## config.mk

```make
export PLATFORM = sky130hd
export DESIGN_NAME = boot_config_sequencer
export DESIGN_NICKNAME = d
export VERILOG_FILES = /design/src/logic/bcs_pkg.sv /design/src/logic/bcs_image_sel.sv /design/src/logic/boot_config_sequencer.sv
export SDC_FILE = /design/constraint.sdc
export NUM_CORES = 1
export LEC_CHECK = 0
export ABC_AREA = 0
export ABC_CLOCK_PERIOD_IN_PS = 2600
export BUFFER_PORTS_ARGS = -buffer_cell sky130_fd_sc_hd__buf_2
export CORE_MARGIN = 10
export CORE_UTILIZATION = 52
export CTS_CLUSTER_SIZE = 8
export DETAILED_ROUTE_END_ITERATION = 8
export PLACE_DENSITY = 0.76
export SYNTH_ARGS = -nofsm -noshare
export SYNTH_HDL_FRONTEND = slang
export SYNTH_SLANG_ARGS = --single-unit
export TNS_END_PERCENT = 100
```

## constraint.sdc

```tcl
create_clock -name REF_CLK_IN -period 2.6 [get_ports REF_CLK_IN]
set_clock_uncertainty 0.05 [all_clocks]
set_input_delay 0.39 -clock REF_CLK_IN [delete_from_list [all_inputs] [get_ports REF_CLK_IN]]
set_output_delay 0.39 -clock REF_CLK_IN [all_outputs]
set_load 0.02 [all_outputs]
```

## src/logic/bcs_pkg.sv

```systemverilog
// shared types and constants for the boot and configuration sequencer
package bcs_pkg;

  localparam int unsigned IDX_W = 3;
  localparam logic [IDX_W-1:0] FACTORY_SLOT = 3'h0;
  localparam logic [IDX_W-1:0] ATTEMPT_RST  = 3'h0;
  localparam logic RST_PROC_RST_N = 1'b0;
  localparam logic RST_PIN_OE_N   = 1'b0;

  typedef enum logic [2:0] {
    ST_STRAP,
    ST_WAIT_REQ,
    ST_STEP,
    ST_RETRY,
    ST_RUN,
    ST_FAIL
  } bcs_state_e;

  typedef enum logic [2:0] {
    STEP_AUTH_FW,
    STEP_VERIFY_FW,
    STEP_VERIFY_BS,
    STEP_CFG_MEM_IO,
    STEP_CFG_FABRIC,
    STEP_LOAD_LOADER
  } bcs_step_e;

  typedef enum logic [1:0] {
    SRC_STREAM,
    SRC_JTAG,
    SRC_FLASH
  } bcs_src_e;

  typedef struct packed {
    logic     proc_first;
    logic     eng_sample;
    logic     dual_flash;
    logic     upd_en;
    logic     direct_factory;
    bcs_src_e src;
  } bcs_straps_s;

  typedef struct packed {
    bcs_state_e  state;
    bcs_step_e   code;
    logic        step_start;
    logic        proc_rst_n;
    logic        fabric_done;
    logic        mem_io_done;
    logic        pin_val;
    logic        pin_oe_n;
    logic        boot_fail;
    logic        sec_en;
    logic        sec_refused;
    logic        key_wipe;
    logic        key_perm;
    bcs_straps_s straps;
  } bcs_core_s;

  typedef struct packed {
    logic [IDX_W-1:0] attempt;
    logic [IDX_W-1:0] image;
    logic             factory;
    logic             exhausted;
  } bcs_sel_s;

  localparam bcs_straps_s STRAPS_RST = '{src: SRC_FLASH, default: 1'b0};

  localparam bcs_core_s CORE_RST = '{
    state:      ST_STRAP,
    code:       STEP_AUTH_FW,
    proc_rst_n: RST_PROC_RST_N,
    pin_oe_n:   RST_PIN_OE_N,
    straps:     STRAPS_RST,
    default:    1'b0
  };

  localparam bcs_sel_s SEL_RST = '{
    attempt:   ATTEMPT_RST,
    image:     FACTORY_SLOT,
    factory:   1'b1,
    exhausted: 1'b0
  };

endpackage

```

## src/logic/bcs_image_sel.sv

```systemverilog
// image selector: production images in user order, then factory image
`timescale 1ns/1ns
module bcs_image_sel
#(
  parameter int unsigned N_PROD = 4
)
(
  // clock and reset
  input  wire logic                                 clk_in,
  input  wire logic                                 rst_b_in,
  // control
  input  wire logic                                 restart_in,
  input  wire logic                                 use_update_in,
  input  wire logic                                 direct_factory_in,
  input  wire logic                                 fail_in,
  input  wire logic [N_PROD-1:0][bcs_pkg::IDX_W-1:0] order_in,
  // selection
  output logic      [bcs_pkg::IDX_W-1:0]            image_out,
  output logic                                      factory_out,
  output logic                                      exhausted_out
);
  import bcs_pkg::*;

  localparam logic [IDX_W-1:0] LAST = IDX_W'(N_PROD - 1);

  bcs_sel_s s_ff;
  bcs_sel_s nxt_s;

  always_comb
  begin
    nxt_s = s_ff;
    if (restart_in)
    begin
      nxt_s.attempt   = ATTEMPT_RST;
      nxt_s.exhausted = 1'b0;
      nxt_s.factory   = direct_factory_in | ~use_update_in;
    end
    else if (fail_in)
    begin
      if (s_ff.factory)
        nxt_s.exhausted = 1'b1;
      else if (s_ff.attempt == LAST)
        nxt_s.factory = 1'b1;
      else
        nxt_s.attempt = s_ff.attempt + 1'b1;
    end
    nxt_s.image = nxt_s.factory ? FACTORY_SLOT : order_in[nxt_s.attempt];
  end

  always_ff @(posedge clk_in or negedge rst_b_in)
  begin
    if (!rst_b_in)
      s_ff <= SEL_RST;
    else
      s_ff <= nxt_s;
  end

  assign image_out     = s_ff.image;
  assign factory_out   = s_ff.factory;
  assign exhausted_out = s_ff.exhausted;

  AST_DIRECT_FACTORY:
    assert property (@(posedge clk_in) disable iff (!rst_b_in)
      restart_in && direct_factory_in |=> factory_out && image_out == 3'h0)
    else $error("direct to factory did not select factory image");

  AST_PROD_ORDER:
    assert property (@(posedge clk_in) disable iff (!rst_b_in)
      !restart_in && fail_in && !s_ff.factory && s_ff.attempt != LAST
      |=> !factory_out && s_ff.attempt == $past(s_ff.attempt) + 1'b1)
    else $error("production image order not followed");

endmodule

```

## src/logic/boot_config_sequencer.sv

```systemverilog
// boot and configuration sequencer top: boot orders, resets, security gates
//
// Functional notes
// - fabric-first: configure whole fabric and I/O, then load loader, release.
// - fabric-first: any configuration error keeps the processor in reset.
// - processor-first: configure memory-port I/O only, load loader, release.
// - config request held postpones configuration; assertion restarts full.
// - config request assertion also cold resets the processor.
// - two-way cold-reset pin; external low resets processor only.
// - remote update: production images in user order, then factory image.
// - security features refused unless owner authentication enabled.
// - firmware always authenticated; firmware and bitstream always checked.
// - no processor boot code; loader comes from the bitstream.
// - image from streaming, JTAG or flash; source supplies whole image.
// - engineering samples boot only processor-first with dual flash.
// - decryption key in battery RAM (wipeable) or fuses (permanent).
// - root key hash and key cancellation enforced from fuses.
// - direct-to-factory at power-on skips all production images.
// - cold-reset pin output resets other board devices with processor.
`timescale 1ns/1ns
module boot_config_sequencer
#(
  parameter int unsigned N_PROD = 4
)
(
  // clock and reset
  input  wire logic                                 REF_CLK_IN,
  input  wire logic                                 RST_B_IN,
  // configuration request and straps
  input  wire logic                                 CONFIG_REQUEST_N_IN,
  input  wire bcs_pkg::bcs_straps_s                 STRAPS_IN,
  input  wire logic [N_PROD-1:0][bcs_pkg::IDX_W-1:0] PROD_ORDER_IN,
  // processor cold-reset pin
  input  wire logic                                 PROC_COLD_RESET_N_IN,
  output logic                                      PROC_COLD_RESET_N_OUT,
  output logic                                      PROC_COLD_RESET_OE_N_OUT,
  // step engine
  output logic                                      STEP_START_OUT,
  output bcs_pkg::bcs_step_e                        STEP_CODE_OUT,
  output logic      [bcs_pkg::IDX_W-1:0]            IMAGE_SEL_OUT,
  output logic                                      FACTORY_SEL_OUT,
  output bcs_pkg::bcs_src_e                         IMAGE_SOURCE_OUT,
  input  wire logic                                 STEP_DONE_IN,
  input  wire logic                                 STEP_ERR_IN,
  // fuses and security
  input  wire logic                                 ROOT_HASH_OK_IN,
  input  wire logic                                 KEY_CANCELLED_IN,
  input  wire logic                                 OWNER_AUTH_IN,
  input  wire logic                                 SEC_FEATURE_REQ_IN,
  input  wire logic                                 KEY_IN_FUSE_IN,
  input  wire logic                                 KEY_WIPE_REQ_IN,
  output logic                                      SEC_ENABLE_OUT,
  output logic                                      SEC_REFUSED_OUT,
  output logic                                      KEY_WIPE_OUT,
  output logic                                      KEY_PERMANENT_OUT,
  // processor and fabric status
  output logic                                      PROC_RESET_N_OUT,
  output logic                                      FABRIC_CFG_DONE_OUT,
  output logic                                      MEM_IO_CFG_DONE_OUT,
  output logic                                      BOOT_FAIL_OUT
);
  import bcs_pkg::*;

  bcs_core_s s_ff;
  bcs_core_s nxt_s;
  logic      step_ok;
  logic      err_now;
  logic      sel_restart;
  logic      sel_exhausted;

  function automatic logic es_bad(input bcs_straps_s st);
    es_bad = st.eng_sample & ~(st.proc_first & st.dual_flash);
  endfunction

  function automatic bcs_step_e next_step(input bcs_step_e c,
                                          input logic proc_first);
    case (c)
      STEP_AUTH_FW:     next_step = STEP_VERIFY_FW;
      STEP_VERIFY_FW:   next_step = STEP_VERIFY_BS;
      STEP_VERIFY_BS:   next_step = proc_first ? STEP_CFG_MEM_IO
                                               : STEP_CFG_FABRIC;
      STEP_CFG_FABRIC:  next_step = STEP_CFG_MEM_IO;
      default:          next_step = STEP_LOAD_LOADER;
    endcase
  endfunction

  assign step_ok = STEP_DONE_IN & ~STEP_ERR_IN &
                   ((s_ff.code != STEP_AUTH_FW) |
                    (ROOT_HASH_OK_IN & ~KEY_CANCELLED_IN));
  assign err_now = (s_ff.state == ST_STEP) & ~s_ff.step_start & ~step_ok &
                   (STEP_DONE_IN | STEP_ERR_IN) & CONFIG_REQUEST_N_IN;
  assign sel_restart = (s_ff.state == ST_WAIT_REQ);

  // image selector for any source; remote update only from flash
  // only flash holds several images; other sources bring one whole image
  bcs_image_sel #(.N_PROD(N_PROD)) u_sel
  (
    .clk_in            (REF_CLK_IN),
    .rst_b_in          (RST_B_IN),
    .restart_in        (sel_restart),
    .use_update_in     (s_ff.straps.upd_en &
                        (s_ff.straps.src == SRC_FLASH)),
    .direct_factory_in (s_ff.straps.direct_factory),
    .fail_in           (err_now),
    .order_in          (PROD_ORDER_IN),
    .image_out         (IMAGE_SEL_OUT),
    .factory_out       (FACTORY_SEL_OUT),
    .exhausted_out     (sel_exhausted)
  );

  always_comb
  begin
    nxt_s = s_ff;
    nxt_s.step_start = 1'b0;
    nxt_s.pin_val    = 1'b0;
    nxt_s.sec_en      = SEC_FEATURE_REQ_IN & OWNER_AUTH_IN;
    nxt_s.sec_refused = SEC_FEATURE_REQ_IN & ~OWNER_AUTH_IN;
    nxt_s.key_perm = KEY_IN_FUSE_IN;
    nxt_s.key_wipe = KEY_WIPE_REQ_IN & ~KEY_IN_FUSE_IN;
    case (s_ff.state)
      ST_STRAP:
      begin
        nxt_s.straps = STRAPS_IN;
        nxt_s.state  = ST_WAIT_REQ;
      end
      ST_WAIT_REQ:
      begin
        if (CONFIG_REQUEST_N_IN)
        begin
          if (es_bad(s_ff.straps))
          begin
            nxt_s.state     = ST_FAIL;
            nxt_s.boot_fail = 1'b1;
          end
          else
          begin
            nxt_s.state      = ST_STEP;
            nxt_s.code       = STEP_AUTH_FW;
            nxt_s.step_start = 1'b1;
          end
        end
      end
      ST_STEP:
      begin
        if (!s_ff.step_start && step_ok)
        begin
          if (s_ff.code == STEP_LOAD_LOADER)
          begin
            nxt_s.state      = ST_RUN;
            nxt_s.proc_rst_n = 1'b1;
            nxt_s.pin_oe_n   = 1'b1;
          end
          else
          begin
            if (s_ff.code == STEP_CFG_FABRIC)
              nxt_s.fabric_done = 1'b1;
            if (s_ff.code == STEP_CFG_MEM_IO)
              nxt_s.mem_io_done = 1'b1;
            nxt_s.code       = next_step(s_ff.code, s_ff.straps.proc_first);
            nxt_s.step_start = 1'b1;
          end
        end
        else if (err_now)
        begin
          nxt_s.state        = ST_RETRY;
          nxt_s.fabric_done  = 1'b0;
          nxt_s.mem_io_done  = 1'b0;
        end
      end
      ST_RETRY:
      begin
        if (sel_exhausted)
        begin
          nxt_s.state     = ST_FAIL;
          nxt_s.boot_fail = 1'b1;
        end
        else
        begin
          nxt_s.state      = ST_STEP;
          nxt_s.code       = STEP_AUTH_FW;
          nxt_s.step_start = 1'b1;
        end
      end
      ST_RUN:
      begin
        if (!PROC_COLD_RESET_N_IN)
        begin
          nxt_s.state      = ST_STEP;
          nxt_s.code       = STEP_LOAD_LOADER;
          nxt_s.step_start = 1'b1;
          nxt_s.proc_rst_n = 1'b0;
          nxt_s.pin_oe_n   = 1'b0;
        end
      end
      ST_FAIL:
        nxt_s.state = ST_FAIL;
      default:
        nxt_s.state = ST_STRAP;
    endcase
    if (!CONFIG_REQUEST_N_IN && s_ff.state != ST_STRAP)
    begin
      nxt_s.state        = ST_WAIT_REQ;
      nxt_s.step_start   = 1'b0;
      nxt_s.proc_rst_n   = 1'b0;
      nxt_s.pin_oe_n     = 1'b0;
      nxt_s.fabric_done  = 1'b0;
      nxt_s.mem_io_done  = 1'b0;
      nxt_s.boot_fail    = 1'b0;
    end
  end

  always_ff @(posedge REF_CLK_IN or negedge RST_B_IN)
  begin
    if (!RST_B_IN)
      s_ff <= CORE_RST;
    else
      s_ff <= nxt_s;
  end

  assign PROC_COLD_RESET_N_OUT      = s_ff.pin_val;
  assign PROC_COLD_RESET_OE_N_OUT   = s_ff.pin_oe_n;
  assign STEP_START_OUT             = s_ff.step_start;
  assign STEP_CODE_OUT              = s_ff.code;
  assign IMAGE_SOURCE_OUT           = s_ff.straps.src;
  assign SEC_ENABLE_OUT             = s_ff.sec_en;
  assign SEC_REFUSED_OUT            = s_ff.sec_refused;
  assign KEY_WIPE_OUT               = s_ff.key_wipe;
  assign KEY_PERMANENT_OUT          = s_ff.key_perm;
  assign PROC_RESET_N_OUT           = s_ff.proc_rst_n;
  assign FABRIC_CFG_DONE_OUT        = s_ff.fabric_done;
  assign MEM_IO_CFG_DONE_OUT        = s_ff.mem_io_done;
  assign BOOT_FAIL_OUT              = s_ff.boot_fail;

  AST_FABRIC_FIRST:
    assert property (@(posedge REF_CLK_IN) disable iff (!RST_B_IN)
      $rose(PROC_RESET_N_OUT) && !s_ff.straps.proc_first
      |-> FABRIC_CFG_DONE_OUT && MEM_IO_CFG_DONE_OUT)
    else $error("processor released before fabric configured");

  AST_FAIL_HOLDS:
    assert property (@(posedge REF_CLK_IN) disable iff (!RST_B_IN)
      BOOT_FAIL_OUT |-> !PROC_RESET_N_OUT && !FABRIC_CFG_DONE_OUT)
    else $error("processor released after configuration error");

  AST_PROC_FIRST:
    assert property (@(posedge REF_CLK_IN) disable iff (!RST_B_IN)
      $rose(PROC_RESET_N_OUT) && s_ff.straps.proc_first
      |-> MEM_IO_CFG_DONE_OUT && !FABRIC_CFG_DONE_OUT)
    else $error("processor-first released with wrong configuration");

  AST_CFG_REQ:
    assert property (@(posedge REF_CLK_IN) disable iff (!RST_B_IN)
      !CONFIG_REQUEST_N_IN && s_ff.state != ST_STRAP
      |=> !PROC_RESET_N_OUT && !FABRIC_CFG_DONE_OUT && !STEP_START_OUT
          && !PROC_COLD_RESET_OE_N_OUT)
    else $error("config request did not reset processor and fabric");

  AST_COLD_PIN:
    assert property (@(posedge REF_CLK_IN) disable iff (!RST_B_IN)
      s_ff.state == ST_RUN && !PROC_COLD_RESET_N_IN && CONFIG_REQUEST_N_IN
      |=> !PROC_RESET_N_OUT && $stable(FABRIC_CFG_DONE_OUT)
          && STEP_START_OUT && STEP_CODE_OUT == STEP_LOAD_LOADER)
    else $error("cold-reset pin did not reset processor alone");

  AST_SEC_GATE:
    assert property (@(posedge REF_CLK_IN) disable iff (!RST_B_IN)
      SEC_ENABLE_OUT |-> $past(OWNER_AUTH_IN) && !SEC_REFUSED_OUT)
    else $error("security enabled without owner authentication");

  AST_AUTH_FUSE:
    assert property (@(posedge REF_CLK_IN) disable iff (!RST_B_IN)
      s_ff.state == ST_STEP && s_ff.code == STEP_AUTH_FW && !STEP_START_OUT
      && STEP_DONE_IN && (KEY_CANCELLED_IN || !ROOT_HASH_OK_IN)
      && CONFIG_REQUEST_N_IN |=> s_ff.state == ST_RETRY)
    else $error("cancelled key or bad hash accepted");

  AST_SAMPLE:
    assert property (@(posedge REF_CLK_IN) disable iff (!RST_B_IN)
      s_ff.state == ST_WAIT_REQ && CONFIG_REQUEST_N_IN
      && es_bad(s_ff.straps) |=> BOOT_FAIL_OUT ##1 !PROC_RESET_N_OUT)
    else $error("engineering sample booted in unsupported order");

  AST_KEY_WIPE:
    assert property (@(posedge REF_CLK_IN) disable iff (!RST_B_IN)
      KEY_WIPE_OUT |-> !$past(KEY_IN_FUSE_IN) && !KEY_PERMANENT_OUT)
    else $error("fuse key wiped");

  AST_RELEASE_SRC:
    assert property (@(posedge REF_CLK_IN) disable iff (!RST_B_IN)
      $rose(PROC_RESET_N_OUT) |-> $past(s_ff.state) == ST_STEP
      && $past(s_ff.code) == STEP_LOAD_LOADER)
    else $error("processor released outside loader completion");

endmodule

```

==> run summary <==
Data on the critical path is required at its endpoint by 2.79 ns. The level count of the clock H-tree came out at 2. In this run the clock root is driven by a sky130_fd_sc_hd__clkbuf_4. For the largest net degree at the start of global routing, the log shows 32. The arrival time of data at the critical path endpoint is 2.53 ns, and the depth of the worst register-to-register path is 6. The post-synth net total is 230, and the number of antenna-violating nets in the routed design is 0. The first global-routing pass estimated 7220 um of wire. The run gives 0.000985 uW as the reported leakage power. The kind of start point of the critical path was a flip-flop. The number of vias after detailed routing was 1,640.

Cells fill 64.1% of the core in the end. At the pin with the least slew margin, the transition time is 0.688 ns. The congestion estimate from routability-driven global placement came to 0.930.

The final wirelength was 4280 um; the first-pass iteration count of the detailed router was 4. The switching part of the total was 39.9%. Number of hold-slack violations in the final timing report: 0. The tools report the detailed placer's ending HPWL as 3280 um.

The number of antenna diodes in the final layout is 0. For this run, the post-layout net count is 275. Counting every instance in the synthesized netlist gives 198. Setup violations remaining at the end of the flow were counted as 0. Timing would allow up to 427 MHz. The total routing resource utilization after global routing came out at 14.0%.

Measured against its own limit, the worst slew margin works out to 54.2%. From bottom edge to top edge, the die measures 79.4 um. The run gives 0.00183 mm^2 as the post-synth design cell area. The startpoint identified for the worst register-to-register timing path is u_sel.s_ff[6]. Of the total power, registers draw 36.8%. In this run the worst hold path is classified as primary input to async pin. The proportion of synthesized flip-flops having asynchronous set or reset was 100%. Measured along the x axis, the die boundary spans 79.4 um. Of the synthesized area, sequential elements account for 42.5%.

The power density normalized to cell area was 915 mW/mm^2; the number of flip-flops and latches in the synthesized netlist was 31. TritonCTS built the clock tree. Counting flops with a built-in enable in the synthesized netlist gives 0.

The endpoint identified for the worst register-to-register timing path is u_sel.image_out[0]. The logs give 1190 uW for the internal power consumption and 1,597 for the number of global-route vias before repair. Once the floorplan was initialized, standard cells occupied 54.5% of the core.

The clock transition at the registers of the reported paths was 0.11 ns; the core area was 0.00336 mm^2. The count of buffers added on input and output ports is 49. The growth of design area from synthesis to finish came out at 17.7%.

The nature of the critical path endpoint was a flip-flop. The number of pins exceeding their max-slew limit in the final report came out at 0. Setup repair after global routing left no endpoint under its margin. The tool flagged a number of max-cap violations equal to 0.

The share of the cycle needed by the critical path after routing is 90.0%. Proportion of power drawn by the clock network: 16.8%. The per-instance average area after synthesis works out to 9.26 um^2. Of the cells placed in the final design, the portion with a size suffix greater than 1 is 33.2%. After routing the design area is 0.00216 mm^2. The clock latency reported for the late side of the worst-skew pair was 0.35 ns; the ratio of routed vias to standard cells was 5.66. In this design, the critical path's most frequently occurring cell is sky130_fd_sc_hd__or4_4. The highest ir drop seen on vdd was 0.556 mV. The Yosys step of the flow raised 0 warnings.

The smallest clock period supported by the final layout is computed as 2.34 ns. The largest single stage delay on the critical path is 0.55 ns. CTS saw 31 sinks. For the number of buffers added for setup after CTS, the log shows 0. For this run, design rule violations remaining after detail routing come to 0. The mean routed wirelength per cell was 14.8 um; the final global-route overflow total was 0. The number of top-level pins came out at 51. In this run the worst path has a maximum fanout of 6. The initial antenna violation count is 0.

The most used flip-flop cell after synthesis is sky130_fd_sc_hd__dfrtp_1. The most common library cell in the layout ignoring fill and taps is sky130_fd_sc_hd__buf_2. For this design the total switching power over the nets is 787 uW. The run gives 0 ns as the final total negative setup slack.

In this run, distinct cell masters in the synthesized netlist total 47. The logs give 5 for the number of clock buffers inserted by TritonCTS and 0 for the number of buffers added to fix hold violations after cts. The setup path with the least slack is of type flip-flop to flip-flop. The setup check on the worst reg-to-reg path leaves a slack of 0.26 ns. The floorplan has 21 rows. The die covers 0.00630 mm^2.

The clock passes through at most 2 buffers. The flow ran to the end, and the final reports show no timing, DRC or antenna violations. Per report_power, the combinational group accounts for 46.4% of the total. The largest individual stage delay along the critical path comes from the cell sky130_fd_sc_hd__or4_4.

Once placement finished, the instance area stood at 0.00208 mm^2. The first routing iteration left 82 violations. The top cell types in the final layout, fill and taps aside, are sky130_fd_sc_hd__buf_2, sky130_fd_sc_hd__dfrtp_1, sky130_fd_sc_hd__nor2_1.

Traced cell by cell, the critical path runs through ha_1, nor2b_1, or4_4, or4_4, a211oi_1, nor4_1. Gates resized during post-CTS repair numbered 0.
[registers in the layout, summed over array words and instances, names as in the netlist]
register,flops
s_ff,8
STEP_CODE_OUT,3
u_sel.image_out,3
u_sel.s_ff,3
IMAGE_SOURCE_OUT,2
BOOT_FAIL_OUT,1
FABRIC_CFG_DONE_OUT,1
KEY_PERMANENT_OUT,1
KEY_WIPE_OUT,1
MEM_IO_CFG_DONE_OUT,1
PROC_COLD_RESET_OE_N_OUT,1
PROC_RESET_N_OUT,1
SEC_ENABLE_OUT,1
SEC_REFUSED_OUT,1
STEP_START_OUT,1
u_sel.exhausted_out,1
u_sel.factory_out,1
[layer usage]
metal	up-vias	GRT usage [%]	wire, um
met5	-	0	0
met2	58	21.1	1910
li1	802	-	-
met1	773	16.9	1900
met3	7	6.98	436
met4	0	5.02	43
[Yosys cell counts, types with 2 or more instances]
cell type                   n  area share [%]
sky130_fd_sc_hd__dfrtp_1   29              40
sky130_fd_sc_hd__nor2_1    22             4.5
sky130_fd_sc_hd__o21ai_0   12             3.3
sky130_fd_sc_hd__a21oi_1   11             3.0
sky130_fd_sc_hd__mux2_2    10             6.1
sky130_fd_sc_hd__buf_4      9             3.7
sky130_fd_sc_hd__nand2_1    8             1.6
sky130_fd_sc_hd__nor2b_1    8             2.7
sky130_fd_sc_hd__clkbuf_1   7             1.4
sky130_fd_sc_hd__inv_1      7             1.4
sky130_fd_sc_hd__nor3_1     7             1.9
sky130_fd_sc_hd__nand2b_1   6             2.0
sky130_fd_sc_hd__a41oi_1    5             2.4
sky130_fd_sc_hd__nor3b_1    5             2.0
sky130_fd_sc_hd__nor4_1     4             1.4
sky130_fd_sc_hd__o211ai_1   4             1.6
sky130_fd_sc_hd__o22ai_1    4             1.4
sky130_fd_sc_hd__a211oi_1   3             1.2
sky130_fd_sc_hd__nand4b_1   3             1.4
sky130_fd_sc_hd__a31oi_1    2            0.68
sky130_fd_sc_hd__dfstp_2    2             2.9
sky130_fd_sc_hd__mux2i_1    2             1.1
sky130_fd_sc_hd__or2_2      2            0.68
sky130_fd_sc_hd__or4_4      2             1.2
sky130_fd_sc_hd__xnor2_1    2            0.96
[metrics by stage]
stage	total power (uW)	hold slack (ns)	cells	worst slack, ns
finish	1970	0.0211	290	0.259
global route	2120	0.0528	290	0.0642
global placement	1640	0.417	282	0.341
detailed placement	1650	0.417	282	0.263
floorplan	1430	0.0444	198	0.381
CTS	1990	0.0240	290	0.264
[how the worst max path moves through the flow]
| stage | depth (start not counted) | end | slack [ns] | from |
|---|---|---|---|---|
| after floorplan | 6 | u_sel.image_out[0] | 0.38 | s_ff[22] |
| after global placement | 6 | u_sel.image_out[1] | 0.34 | u_sel.s_ff[6] |
| after detailed placement | 6 | u_sel.image_out[0] | 0.26 | u_sel.s_ff[6] |
| after CTS | 6 | u_sel.image_out[0] | 0.26 | u_sel.s_ff[6] |
| after global routing | 6 | u_sel.image_out[0] | 0.06 | u_sel.s_ff[6] |
| final | 6 | u_sel.image_out[0] | 0.26 | u_sel.s_ff[6] |
[logic make-up (layout without fill, tap and decap cells)]
kind of cell,after synthesis,after routing,share of synthesized area [%]
simple gates,75,75,23.0
compound gates,51,51,18.4
flops,31,31,42.5
buf+inv,25,71,7.10
mux,12,12,7.24
xor+xnor,2,2,0.956
fa+ha+maj,1,1,0.682
other cells,1,1,0.205
[worst max-delay path, delay by kind of cell (launching register included)]
family / cells / cell delay, ns
adder cells (fa/ha/maj): 1 / 0.22
AO/OA/AOI/OAI: 1 / 0.28
flip-flops: 1 / 0.45
AND/OR/NAND/NOR: 4 / 1.24
[power groups by stage]
stage	registers [uW]	logic (uW)	clock network, uW
after floorplan	753	678	0
after global placement	737	903	0
after detailed placement	739	914	0
after CTS	728	918	344
after global routing	751	1010	366
final	727	916	332
[cell type report]
type | count | area, um^2
clock buffers | 7 | 65.1
clock inverters | 1 | 7.51
fillers | 310 | 1210
inverters | 7 | 26.3
multi-input cells | 142 | 925
flip-flops and latches | 31 | 778
well taps | 46 | 57.6
repair buffers | 56 | 298
(Power assumes the default switching activity.)
